File: src/logic/adcc_defines.svh
// Purpose: offsets, field positions, reset values and timing counts of the converter control.
// Assumes: 100 MHz core clock, APB register access.
// Notes:   definitions only.
`ifndef ADCC_DEFINES_SVH
`define ADCC_DEFINES_SVH

// Timing
`define ADCC_CORE_HZ        100000000
`define ADCC_OSC_HZ         1000000
`define ADCC_OSC_DIV        (`ADCC_CORE_HZ / `ADCC_OSC_HZ)
`define ADCC_MOD_DIV        4
`define ADCC_OSR_LOG2       15

// Register offsets
`define ADCC_OFF_CONFIG     8'h00
`define ADCC_OFF_RESULT     8'h04
`define ADCC_OFF_STATUS     8'h08
`define ADCC_OFF_BYTE       8'h0c
`define ADCC_OFF_LSB_PV     8'h10

// Configuration fields
`define ADCC_CFG_ONESHOT    0
`define ADCC_CFG_GAIN_LO    1
`define ADCC_CFG_GAIN_HI    3
`define ADCC_CFG_MODE       4
`define ADCC_CFG_TEMP       5

// Status fields
`define ADCC_STA_BUSY       0
`define ADCC_STA_NEW        1
`define ADCC_STA_BYTEPTR    2

// Reset values
`define ADCC_RST_GAIN       3'h2
`define ADCC_RST_MODE       1'b1
`define ADCC_RST_TEMP       1'b0

// Gain codes
`define ADCC_GAIN_6144      3'h0
`define ADCC_GAIN_4096      3'h1
`define ADCC_GAIN_2048      3'h2
`define ADCC_GAIN_1024      3'h3
`define ADCC_GAIN_0512      3'h4

// Code step weight in picovolts
`define ADCC_LSB_6144       32'h0b2d_05e0
`define ADCC_LSB_4096       32'h0773_5940
`define ADCC_LSB_2048       32'h03b9_aca0
`define ADCC_LSB_1024       32'h01dc_d650
`define ADCC_LSB_0512       32'h00ee_6b28
`define ADCC_LSB_0256       32'h0077_3594

// Result codes
`define ADCC_POS_FULL       16'h7fff
`define ADCC_NEG_FULL       16'h8000

`endif

File: src/logic/adcc_pkg.sv
// Purpose: types shared by the converter control modules.
// Assumes: nothing beyond SystemVerilog.
// Notes:   state machine codes are one-hot.
package adcc_pkg;

	typedef enum logic [1:0] {
		ADCC_ST_DOWN = 2'b01,
		ADCC_ST_CONV = 2'b10
	} adcc_state_t;

	typedef struct packed {
		logic [15:0]        cnt;
		logic signed [16:0] sum;
		logic               done;
		logic [15:0]        result;
	} adcc_dec_t;

	typedef struct packed {
		adcc_state_t state;
		logic [6:0]  osc_cnt;
		logic        osc_tick;
		logic [1:0]  mod_cnt;
		logic        mod_tick;
		logic [2:0]  gain_range_select;
		logic        temp_sense_select;
		logic        mode;
		logic        one_shot;
		logic        dec_clear;
		logic [15:0] result;
		logic        data_new;
		logic        byte_ptr;
		logic [7:0]  lsb_hold;
		logic [31:0] prdata;
		logic        pslverr;
		logic [1:0]  mbit_sync;
		logic [1:0]  tbit_sync;
	} adcc_core_t;

endpackage

File: src/logic/adcc_decimator.sv
// Purpose: counts a one-bit modulator stream over a fixed window into a 16-bit code.
// Assumes: sample_en is a one-cycle enable at the modulator rate.
// Notes:   window is 2^OSR_LOG2 samples; the sum is scaled up to 16 bits.
`include "adcc_defines.svh"

module adcc_decimator #(
	parameter int OSR_LOG2 = `ADCC_OSR_LOG2
) (
	input  wire logic        core_clk,  // Core clock
	input  wire logic        reset_n,   // Asynchronous reset
	input  wire logic        clear,     // Restart the window
	input  wire logic        sample_en, // One modulator sample
	input  wire logic        bit_in,    // Modulator bit
	output logic             done,      // Window finished
	output logic [15:0]      result     // Saturated two's complement code
);
	import adcc_pkg::*;

	localparam logic [15:0] LAST = 16'((32'd1 << OSR_LOG2) - 32'd1);

	adcc_dec_t s;
	adcc_dec_t n;

	////////////////////////////////////////////////////////////////////////////
	// Scale to full 16-bit span and clip
	function automatic logic [15:0] clip(input logic signed [16:0] sum);
		logic signed [31:0] scaled;
		scaled = 32'(sum) <<< (15 - OSR_LOG2);
		if (scaled > 32'sd32767)
			clip = `ADCC_POS_FULL;
		else if (scaled < -32'sd32768)
			clip = `ADCC_NEG_FULL;
		else
			clip = scaled[15:0];
	endfunction

	////////////////////////////////////////////////////////////////////////////
	always_comb begin
		logic signed [16:0] next_sum;
		next_sum = s.sum + (bit_in ? 17'sd1 : -17'sd1);
		n = s;
		n.done = 1'b0;
		if (clear) begin
			n.cnt = 16'h0000;
			n.sum = 17'sh00000;
		end else if (sample_en) begin
			if (s.cnt == LAST) begin
				n.result = clip(next_sum);
				n.done = 1'b1;
				n.cnt = 16'h0000;
				n.sum = 17'sh00000;
			end else begin
				n.sum = next_sum;
				n.cnt = s.cnt + 16'h0001;
			end
		end
	end

	always_ff @(posedge core_clk or negedge reset_n) begin
		if (!reset_n)
			s <= '0;
		else
			s <= n;
	end

	assign done = s.done;
	assign result = s.result;

endmodule

File: src/logic/adcc_core.sv
// Purpose: control of a delta-sigma converter: oscillator and modulator rate, gain,
//          temperature sensing, single-shot and continuous modes, APB registers.
// Assumes: modulator and sensor bit streams arrive from analog logic outside this clock.
// Notes:   the 1 MHz oscillator and 250 kHz modulator rate are enables of core_clk.
`include "adcc_defines.svh"

module adcc_core #(
	parameter int OSR_LOG2 = `ADCC_OSR_LOG2
) (
	input  wire logic        core_clk,          // Core clock, 100 MHz
	input  wire logic        reset_n,           // Power-up reset, active low
	input  wire logic        psel,              // APB select
	input  wire logic        penable,           // APB access phase
	input  wire logic        pwrite,            // APB write
	input  wire logic [7:0]  paddr,             // APB byte address
	input  wire logic [31:0] pwdata,            // APB write data
	output logic [31:0]      prdata,            // APB read data
	output logic             pready,            // APB ready
	output logic             pslverr,           // APB error, unmapped address
	input  wire logic        mod_bit_in,        // Input modulator bit stream
	input  wire logic        temp_bit_in,       // Temperature sensor bit stream
	output logic             modulator_clock,   // 250 kHz modulator clock
	output logic             converter_power,   // Analog converter powered up
	output logic [2:0]       gain_range_select, // Gain range to the amplifier
	output logic             temp_sense_select  // Sensor routed to the modulator
);
	import adcc_pkg::*;

	adcc_core_t  s;
	adcc_core_t  n;
	logic        dec_done;
	logic [15:0] dec_result;
	logic        dec_bit;
	logic        sample_en;

	////////////////////////////////////////////////////////////////////////////
	// Code step weight of the selected range
	function automatic logic [31:0] lsb_weight(input logic [2:0] gain);
		case (gain)
			`ADCC_GAIN_6144: lsb_weight = `ADCC_LSB_6144;
			`ADCC_GAIN_4096: lsb_weight = `ADCC_LSB_4096;
			`ADCC_GAIN_2048: lsb_weight = `ADCC_LSB_2048;
			`ADCC_GAIN_1024: lsb_weight = `ADCC_LSB_1024;
			`ADCC_GAIN_0512: lsb_weight = `ADCC_LSB_0512;
			default:         lsb_weight = `ADCC_LSB_0256; // Codes 5 to 7 share the narrowest
		endcase
	endfunction

	// Register offset decode, done in the setup phase and registered for the access phase
	function automatic logic mapped(input logic [7:0] addr);
		case (addr)
			`ADCC_OFF_CONFIG, `ADCC_OFF_RESULT, `ADCC_OFF_STATUS,
			`ADCC_OFF_BYTE, `ADCC_OFF_LSB_PV: mapped = 1'b1;
			default:                           mapped = 1'b0;
		endcase
	endfunction

	////////////////////////////////////////////////////////////////////////////
	// Decimation filter
	// Machinery only sees enables while converting, so it idles when powered down.
	assign sample_en = s.mod_tick && (s.state == ADCC_ST_CONV);
	assign dec_bit = s.temp_sense_select ? s.tbit_sync[1] : s.mbit_sync[1];

	adcc_decimator #(
		.OSR_LOG2  (OSR_LOG2)
	) u_dec (
		.core_clk  (core_clk),
		.reset_n   (reset_n),
		.clear     (s.dec_clear),
		.sample_en (sample_en),
		.bit_in    (dec_bit),
		.done      (dec_done),
		.result    (dec_result)
	);

	////////////////////////////////////////////////////////////////////////////
	always_comb begin
		logic access;
		logic setup;
		logic start;
		access = psel && penable;
		setup = psel && !penable;
		start = 1'b0;
		n = s;
		n.dec_clear = 1'b0;

		// Bit stream synchronisers
		n.mbit_sync = {s.mbit_sync[0], mod_bit_in};
		n.tbit_sync = {s.tbit_sync[0], temp_bit_in};

		// Internal oscillator from the core clock; no external clock is used
		n.osc_tick = 1'b0;
		if (s.osc_cnt == 7'(`ADCC_OSC_DIV - 1)) begin
			n.osc_cnt = 7'h00;
			n.osc_tick = 1'b1;
		end else begin
			n.osc_cnt = s.osc_cnt + 7'h01;
		end

		// Modulator rate follows the oscillator, so data rate scales with it
		n.mod_tick = 1'b0;
		if (s.osc_tick) begin
			n.mod_cnt = s.mod_cnt + 2'h1;
			if (s.mod_cnt == 2'(`ADCC_MOD_DIV - 1))
				n.mod_tick = 1'b1;
		end

		// Register setup phase: read data prepared ahead of the access phase
		if (setup) begin
			n.pslverr = !mapped(paddr);
			n.prdata = 32'h0000_0000;
			if (!pwrite) begin
				case (paddr)
					`ADCC_OFF_CONFIG: begin
						n.prdata[`ADCC_CFG_ONESHOT] = s.one_shot;
						n.prdata[`ADCC_CFG_GAIN_HI:`ADCC_CFG_GAIN_LO] = s.gain_range_select;
						n.prdata[`ADCC_CFG_MODE] = s.mode;
						n.prdata[`ADCC_CFG_TEMP] = s.temp_sense_select;
					end
					`ADCC_OFF_RESULT: n.prdata[15:0] = s.result;
					`ADCC_OFF_STATUS: begin
						n.prdata[`ADCC_STA_BUSY] = (s.state == ADCC_ST_CONV);
						n.prdata[`ADCC_STA_NEW] = s.data_new;
						n.prdata[`ADCC_STA_BYTEPTR] = s.byte_ptr;
					end
					`ADCC_OFF_BYTE: begin
						if (s.byte_ptr)
							n.prdata[7:0] = s.lsb_hold;
						else
							n.prdata[7:0] = s.result[15:8];
					end
					`ADCC_OFF_LSB_PV: n.prdata = lsb_weight(s.gain_range_select);
					default:          n.prdata = 32'h0000_0000;
				endcase
			end
		end

		// Register access phase: writes and read side effects
		if (access && !s.pslverr) begin
			if (pwrite) begin
				if (paddr == `ADCC_OFF_CONFIG) begin
					n.gain_range_select =
						pwdata[`ADCC_CFG_GAIN_HI:`ADCC_CFG_GAIN_LO];
					n.mode = pwdata[`ADCC_CFG_MODE];
					n.temp_sense_select = pwdata[`ADCC_CFG_TEMP];
					// A trigger while converting is dropped
					if (pwdata[`ADCC_CFG_ONESHOT] && s.state == ADCC_ST_DOWN)
						n.one_shot = 1'b1;
				end
			end else begin
				if (paddr == `ADCC_OFF_RESULT)
					n.data_new = 1'b0;
				if (paddr == `ADCC_OFF_BYTE) begin
					// Low byte is locked when the high byte goes out
					if (!s.byte_ptr) begin
						n.lsb_hold = s.result[7:0];
						n.byte_ptr = 1'b1;
					end else begin
						n.byte_ptr = 1'b0;
						n.data_new = 1'b0;
					end
				end
			end
		end

		// Conversion sequencing
		case (s.state)
			ADCC_ST_DOWN: begin
				if (!s.mode) begin
					start = 1'b1;
				end else if (s.one_shot) begin
					start = 1'b1;
					n.one_shot = 1'b0;
				end
				if (start) begin
					n.state = ADCC_ST_CONV;
					n.dec_clear = 1'b1;
					n.mod_cnt = 2'h0;
				end
			end
			ADCC_ST_CONV: begin
				if (dec_done) begin
					// Sensor word is 14 bits at the top, low bits forced clear
					if (s.temp_sense_select)
						n.result = {dec_result[15:2], 2'b00};
					else
						n.result = dec_result;
					// New data wins over a clearing read in the same cycle
					n.data_new = 1'b1;
					// Continuous mode keeps the window running without a gap
					if (s.mode)
						n.state = ADCC_ST_DOWN;
					else
						n.state = ADCC_ST_CONV;
				end
			end
			default: n.state = ADCC_ST_DOWN;
		endcase
	end

	////////////////////////////////////////////////////////////////////////////
	// Power-up reset loads defaults and leaves the converter down
	always_ff @(posedge core_clk or negedge reset_n) begin
		if (!reset_n) begin
			s <= '0;
			s.state <= ADCC_ST_DOWN;
			s.gain_range_select <= `ADCC_RST_GAIN;
			s.mode <= `ADCC_RST_MODE;
			s.temp_sense_select <= `ADCC_RST_TEMP;
		end else begin
			s <= n;
		end
	end

	////////////////////////////////////////////////////////////////////////////
	// Outputs
	assign prdata = s.prdata;
	assign pready = 1'b1;
	assign pslverr = s.pslverr && psel && penable;
	assign modulator_clock = s.mod_cnt[1] && (s.state == ADCC_ST_CONV);
	assign converter_power = (s.state == ADCC_ST_CONV);
	assign gain_range_select = s.gain_range_select;
	assign temp_sense_select = s.temp_sense_select;

endmodule

File: config.mk
export PLATFORM = sky130hd
export DESIGN_NAME = adcc_core
export DESIGN_NICKNAME = d
export VERILOG_FILES = /design/src/logic/adcc_pkg.sv /design/src/logic/adcc_decimator.sv /design/src/logic/adcc_core.sv
export VERILOG_INCLUDE_DIRS = /design/src /design/src/logic
export SDC_FILE = /design/constraint.sdc
export NUM_CORES = 1
export LEC_CHECK = 0
export BUFFER_PORTS_ARGS = -buffer_cell sky130_fd_sc_hd__buf_2
export CAP_MARGIN = 40
export CORE_MARGIN = 8
export CORE_UTILIZATION = 47
export CTS_CLUSTER_DIAMETER = 100
export DETAILED_ROUTE_END_ITERATION = 12
export PLACE_DENSITY = 0.67
export SETUP_SLACK_MARGIN = 0.1
export SYNTH_ARGS = -nofsm -noshare
export SYNTH_HDL_FRONTEND = slang
export SYNTH_SLANG_ARGS = --single-unit
File: constraint.sdc
create_clock -name core_clk -period 5.7 [get_ports core_clk]
set_clock_uncertainty 0.05 [all_clocks]
set_input_delay 0.57 -clock core_clk [delete_from_list [all_inputs] [get_ports core_clk]]
set_output_delay 0.57 -clock core_clk [all_outputs]
set_load 0.03 [all_outputs]
---- Yosys cells after proc, flatten, opt, wreduce, memory -nomap -nowiden ----
Cells that the tools add are included.
storage, ports and cells
  bits in registers ....................... 133
  input bits .............................. 47
  output and inout bits ................... 40
  logic and storage cells ................. 117
operators by class
  add/subtract/negate cells ............... 4
  order comparisons ....................... 2
  equal/unequal tests ..................... 15
  muxes and demuxes ....................... 50
  bitwise operators ....................... 3
  reduce and logical (&&, ||, !) cells .... 21
operators with widths
  operator                                                                 count
  28-bit case mux with 5 select lines                                      1
  33-bit 2-to-1 mux                                                        2
  17-bit 2-to-1 mux                                                        3
  50-bit 2-to-1 mux                                                        1
  16-bit 2-to-1 mux                                                        3
  32-bit 2-to-1 mux                                                        1
  10-bit 2-to-1 mux                                                        3
  1-bit 2-to-1 mux                                                         20
  17-bit adder                                                             1
  17-bit by 16-bit > comparator with 1-bit output, second input constant   1
  17-bit by 16-bit < comparator with 1-bit output, second input constant   1
  16-bit by 1-bit adder with 16-bit output, second input constant          1
  16-bit by 15-bit equality test with 1-bit output, second input constant  1
  8-bit by 4-bit equality test with 1-bit output, second input constant    2
  8-bit 2-to-1 mux                                                         2
  8-bit case mux with 2 select lines                                       1
  3-bit case mux with 5 select lines                                       1
  2-bit 2-to-1 mux                                                         7
  3-bit case mux with 4 select lines                                       1
  3-bit AND reduction                                                      3
  8-bit by 3-bit equality test with 1-bit output, second input constant    1
  8-bit by 5-bit equality test with 1-bit output, second input constant    1
  1-bit logical AND                                                        8
  8-bit zero test                                                          1
  other kinds (20)                                                         28

---- Logic depth before layout (Yosys ltp) ----
  depth after elaboration ................. 9
  mapped depth ............................ 10
  gate-level depth less buffers ........... 9

---- Modules after synthesis ----
From an unflattened synthesis, not the netlist that was laid out.
unflattened totals
  cell total of the unflattened synthesis .. 685
  area total of the unflattened synthesis .. 6985.4 µm²
modules (own cells, without submodules)
  module          instances  cells an instance  area each (µm²)  seq. area each (µm²)
  adcc_core       1          362                3930.0           1980.6
  adcc_decimator  1          323                3055.4           1251.2

---- Worst setup path after synthesis ----
Ideal clock, no wire load.
  kind .................................... register -> register
  start ................................... register, netlist name temp_sense_select
  end ..................................... register u_dec.s, in the netlist u_dec.result[8]
  setup time .............................. 95 ps
  arrival time ............................ 3622 ps
  required time ........................... 5555 ps
  slack ................................... 1932 ps
  stages on the path, launching flop included .. 11
  buffers on the path ..................... 1
  clock period less this slack ............ 3768 ps
  cells stage by stage .................... dfrtp_1 -> mux2i_1 -> ha_1 -> a21oi_2 -> o221ai_2 -> a2111oi_4 -> nor2_1 -> a311oi_4 -> buf_6 -> a21oi_1 -> o31ai_1
on the way
  longest elaborated chain between the ends .. 6
  elaborated cells on any way between the ends .. 7
  those cells by class .................... add/sub: 1; order compare: 2; mux: 4
ends and longest elaborated chain
  what                                             line                  RTL
  1-bit 2-to-1 mux *                               adcc_core.sv:62       assign dec_bit = s.temp_sense_select ? s.tbit_sync[1] : s.mbit_sync[1];
  17-bit 2-to-1 mux *                              adcc_decimator.sv:40  next_sum = s.sum + (bit_in ? 17'sd1 : -17'sd1);
  17-bit adder *                                   adcc_decimator.sv:40
  17-bit by 16-bit < comparator with 1-bit output  adcc_decimator.sv:31  else if (scaled < -32'sd32768)
  16-bit 2-to-1 mux                                adcc_decimator.sv:31
  16-bit 2-to-1 mux *                              adcc_decimator.sv:29  if (scaled > 32'sd32767)
  end signal: assignment                           adcc_decimator.sv:63  s <= n;
  end: declaration                                 adcc_decimator.sv:21  adcc_dec_t s;
Mark *: on every way between the ends. The rest lies on a longest branch, timed or not.
A chain may end at the register's enable or synchronous reset.

---- Worst setup path after layout ----
  start ................................... register, netlist name temp_sense_select
  end ..................................... register u_dec.s, in the netlist u_dec.result[14]
on the way
  longest elaborated chain between the ends .. 6
  elaborated cells on any way between the ends .. 7
  those cells by class .................... add/sub: 1; order compare: 2; mux: 4
ends and longest elaborated chain
  what                                             line
  1-bit 2-to-1 mux *                               adcc_core.sv:62
  17-bit 2-to-1 mux *                              adcc_decimator.sv:40
  17-bit adder *                                   adcc_decimator.sv:40
  17-bit by 16-bit < comparator with 1-bit output  adcc_decimator.sv:31
  16-bit 2-to-1 mux                                adcc_decimator.sv:31
  16-bit 2-to-1 mux *                              adcc_decimator.sv:29
Marked as above.

==> results.md <==
* Post-CTS Resized at 0
* Period utilization at 0.6634
* First-pass detailed-route iteration total at 5
* CTS tree: yes
* WHS Path Cells at 1
* Final setup margin at 1918 ps
* Via density at 5.749
* Setup_tns at 0 ps
* Share of synthesized flip-flops with an asynchronous set or reset at 1.000
* RR Startpoint: temp_sense_select$_DFFE_PN0P_
* Fmax at 264.4 MHz
* Final hold vios at 0
* Worst hold margin at 212.3 ps
* Die area at 18,780 µm²
* P_leak at 0.003652 µW
* Hold buffers post-CTS at 0
* Area of the mapped netlist at 6884 µm²
* Placed Area at 7062 µm²
* Num rows at 44
* Most common cell after layout, fill and taps aside: dfrtp_1
* # clock sinks at 129
* Worst skew pair latency at 420 ps
* Setup slack after placement at 1969 ps
* Die W at 137.0 µm
* Top cells by area, synth: dfrtp_1 (46%), o21ai_0 (4.7%), nand2_1 (4.5%)
* Design area at 7706 µm²
* Final min period at 3782 ps
* CTS Root Cell: clkbuf_16
* MaxCap Viol Count at 0
* Most frequent cells in the layout: dfrtp_1 (126), nand2_1 (82), o21ai_0 (65), nor2_1 (62), buf_2 (55)
* Met2 Track Usage GR at 0.2795
* Die Y-Extent at 137.0 µm
* R2R setup slack at 1920 ps
* Starting Density at 0.4773
* Met3 Resource Use GR at 0.04662
* Startpoint Class: register
* Gr busiest metal: met2
* Vias at 5,278
* Area leader, netlist: dfrtp_1
* Crit path max fanout at 17
* Prevailing post-synth register cell: dfrtp_1
* Final WL at 14,900 µm
* VDD IR max at 0.1859 mV
* CP arrival at 4050 ps
* # IOs at 87
* Post-synthesis sequential area ratio at 0.4695
* WS Path Type: register to register
* Syn Area/Cell at 9.834 µm²
* Number of diodes at 0
* Ys Warns at 0
* Layout cell share with drive strength beyond 1 at 0.1907
* IO Port Bufs at 55
* Detail Route Antenna Nets at 0
* Total track usage at 0.1682
* Largest net degree at the start of global routing at 69
* Slew Limit Fails at 0
* Actual slew at the worst max-slew pin at 833.9 ps
* Final setup vio count at 0
* Met1 usage at 0.2023
* Worst hold path endpoint: n[3]$_DFF_PN0_
* Min-delay worst type: input port to register
* Clock-pin slew on the worst setup and hold paths at 60 ps
* DRC at 0
* Critical path data required time at 5960 ps
* Status: completed
* Unrepaired setup endpoints after global routing: no
* Number of CTS-inserted buffers at 17
* Post-synth EDFFs at 0
* First-pass GRT wire length at 25,290 µm
* Pwr/cell area at 301.9 nW/µm²
* Worst-case reg-to-reg path depth at 10
* Seq cells post-synth at 129
* Mapped Cells at 700
* Gpl congestion at 0.8677
* Top cell type's share of synthesized area at 0.4580
* H-tree depth at 4
* Worst slew margin at 0.4441
* Crit path capture type: register
* DRT iter0 DRCs at 340
* Core box area at 14,420 µm²
* Detailed Place HPWL at 10,490 µm
* Hold Crit Start: mod_bit_in
* P&R area growth vs syn at 11.94%
* Vias in the first global route at 5,246
* Grt total ovfl at 0
* Post-synth cell types at 69
* Avg WL per Cell at 16.23 µm
* Nets at 789
* Setup bufs post-CTS at 0
* Initial antenna violation count at 0
* Clk buf depth at 2
* Capturing point of the worst reg2reg path: u_dec.result[14]$_DFFE_PN0P_
[cells by family (layout without fill, tap and decap cells)]
| logic type | Yosys count | after routing | share of synthesized area |
|---|---|---|---|
| simple gates | 209 | 209 | 0.1410 |
| compound gates | 202 | 202 | 0.1959 |
| flops | 129 | 129 | 0.4695 |
| buf+inv | 82 | 113 | 0.07270 |
| mux | 34 | 34 | 0.05380 |
| fa+ha+maj | 21 | 21 | 0.03926 |
| xor+xnor | 21 | 21 | 0.02672 |
| other cells | 2 | 5 | 0.001091 |
[worst max-delay path by stage]
stage                                  startpoint                      endpoint  slack [ps]
finish              temp_sense_select$_DFFE_PN0P_  u_dec.result[14]$_DFFE_PN0P_        1920
global route        temp_sense_select$_DFFE_PN0P_  u_dec.result[14]$_DFFE_PN0P_        1670
CTS                 temp_sense_select$_DFFE_PN0P_  u_dec.result[14]$_DFFE_PN0P_        1890
detailed placement  temp_sense_select$_DFFE_PN0P_  u_dec.result[14]$_DFFE_PN0P_        1970
global placement    temp_sense_select$_DFFE_PN0P_   u_dec.result[0]$_DFFE_PN0P_        2050
floorplan           temp_sense_select$_DFFE_PN0P_   u_dec.result[8]$_DFFE_PN0P_        1930
[final cells by class]
class,instances,area (µm²)
multi-input combinational,492,3178
fill,1261,6718
inverter,19,71.32
clock buffer,21,470.5
timing repair buffer,62,350.3
clock inverter,11,173.9
sequential,129,3232
tap,184,230.2
[critical path, cell delays in order (launching register included)]
cell and delay (ps):
dfrtp_1 550, mux2i_1 230, buf_4 270, ha_1 360, a21oi_2 170, o221ai_2 190
a2111oi_4 440, nor2_1 140, a311oi_4 760, a21boi_0 230, o31ai_1 280
[power by group]
group / internal (µW) / switching, µW / total [µW] / leakage, µW
registers: 934 / 17.8 / 952 / 0.00175
clock network: 770 / 403 / 1170 / 0.000307
logic: 58.1 / 144 / 202 / 0.00160
[Yosys cell counts (4+ instances only)]
| cell type | n |
|---|---|
| dfrtp_1 | 126 |
| nand2_1 | 82 |
| o21ai_0 | 65 |
| nor2_1 | 62 |
| a21oi_1 | 44 |
| buf_4 | 36 |
| mux2_2 | 24 |
| a22o_1 | 20 |
| ha_1 | 20 |
| o31ai_1 | 20 |
| inv_1 | 19 |
| clkbuf_1 | 18 |
| nand3_1 | 14 |
| xnor2_1 | 14 |
| mux2i_1 | 10 |
| a21o_1 | 8 |
| a31oi_1 | 8 |
| xor2_1 | 7 |
| a22oi_1 | 6 |
| and3_1 | 6 |
| nand2b_1 | 6 |
| nor3_1 | 6 |
| nor4_1 | 6 |
| and2_1 | 5 |
| nand4_1 | 4 |
[sequential cells by signal (all words and copies together) (netlist names)]
signal	cells
u_dec.s	33
u_dec.done	1
u_dec.result	16
gain_range_select	3
prdata	28
n	2
temp_sense_select	1
s	45
[through the flow]
| step | instances | utilization | total power [µW] |
|---|---|---|---|
| 4_1_cts | 918 | 0.5343 | 2347 |
| 3_5_place_dp | 886 | 0.4896 | 1170 |
| 6_report | 918 | 0.5343 | 2327 |
| 5_1_grt | 918 | 0.5343 | 2419 |
| 2_1_floorplan | 703 | - | 1101 |
| 3_3_place_gp | 882 | 0.4861 | 1159 |
[per-layer routing]
metal / part of all wire / up-vias
li1: - / 2519
met1: 0.44 / 2574
met2: 0.48 / 157
met3: 0.065 / 28
met4: 0.020 / 0
met5: 0 / -
No activity file was read; power rests on OpenSTA's default activity.
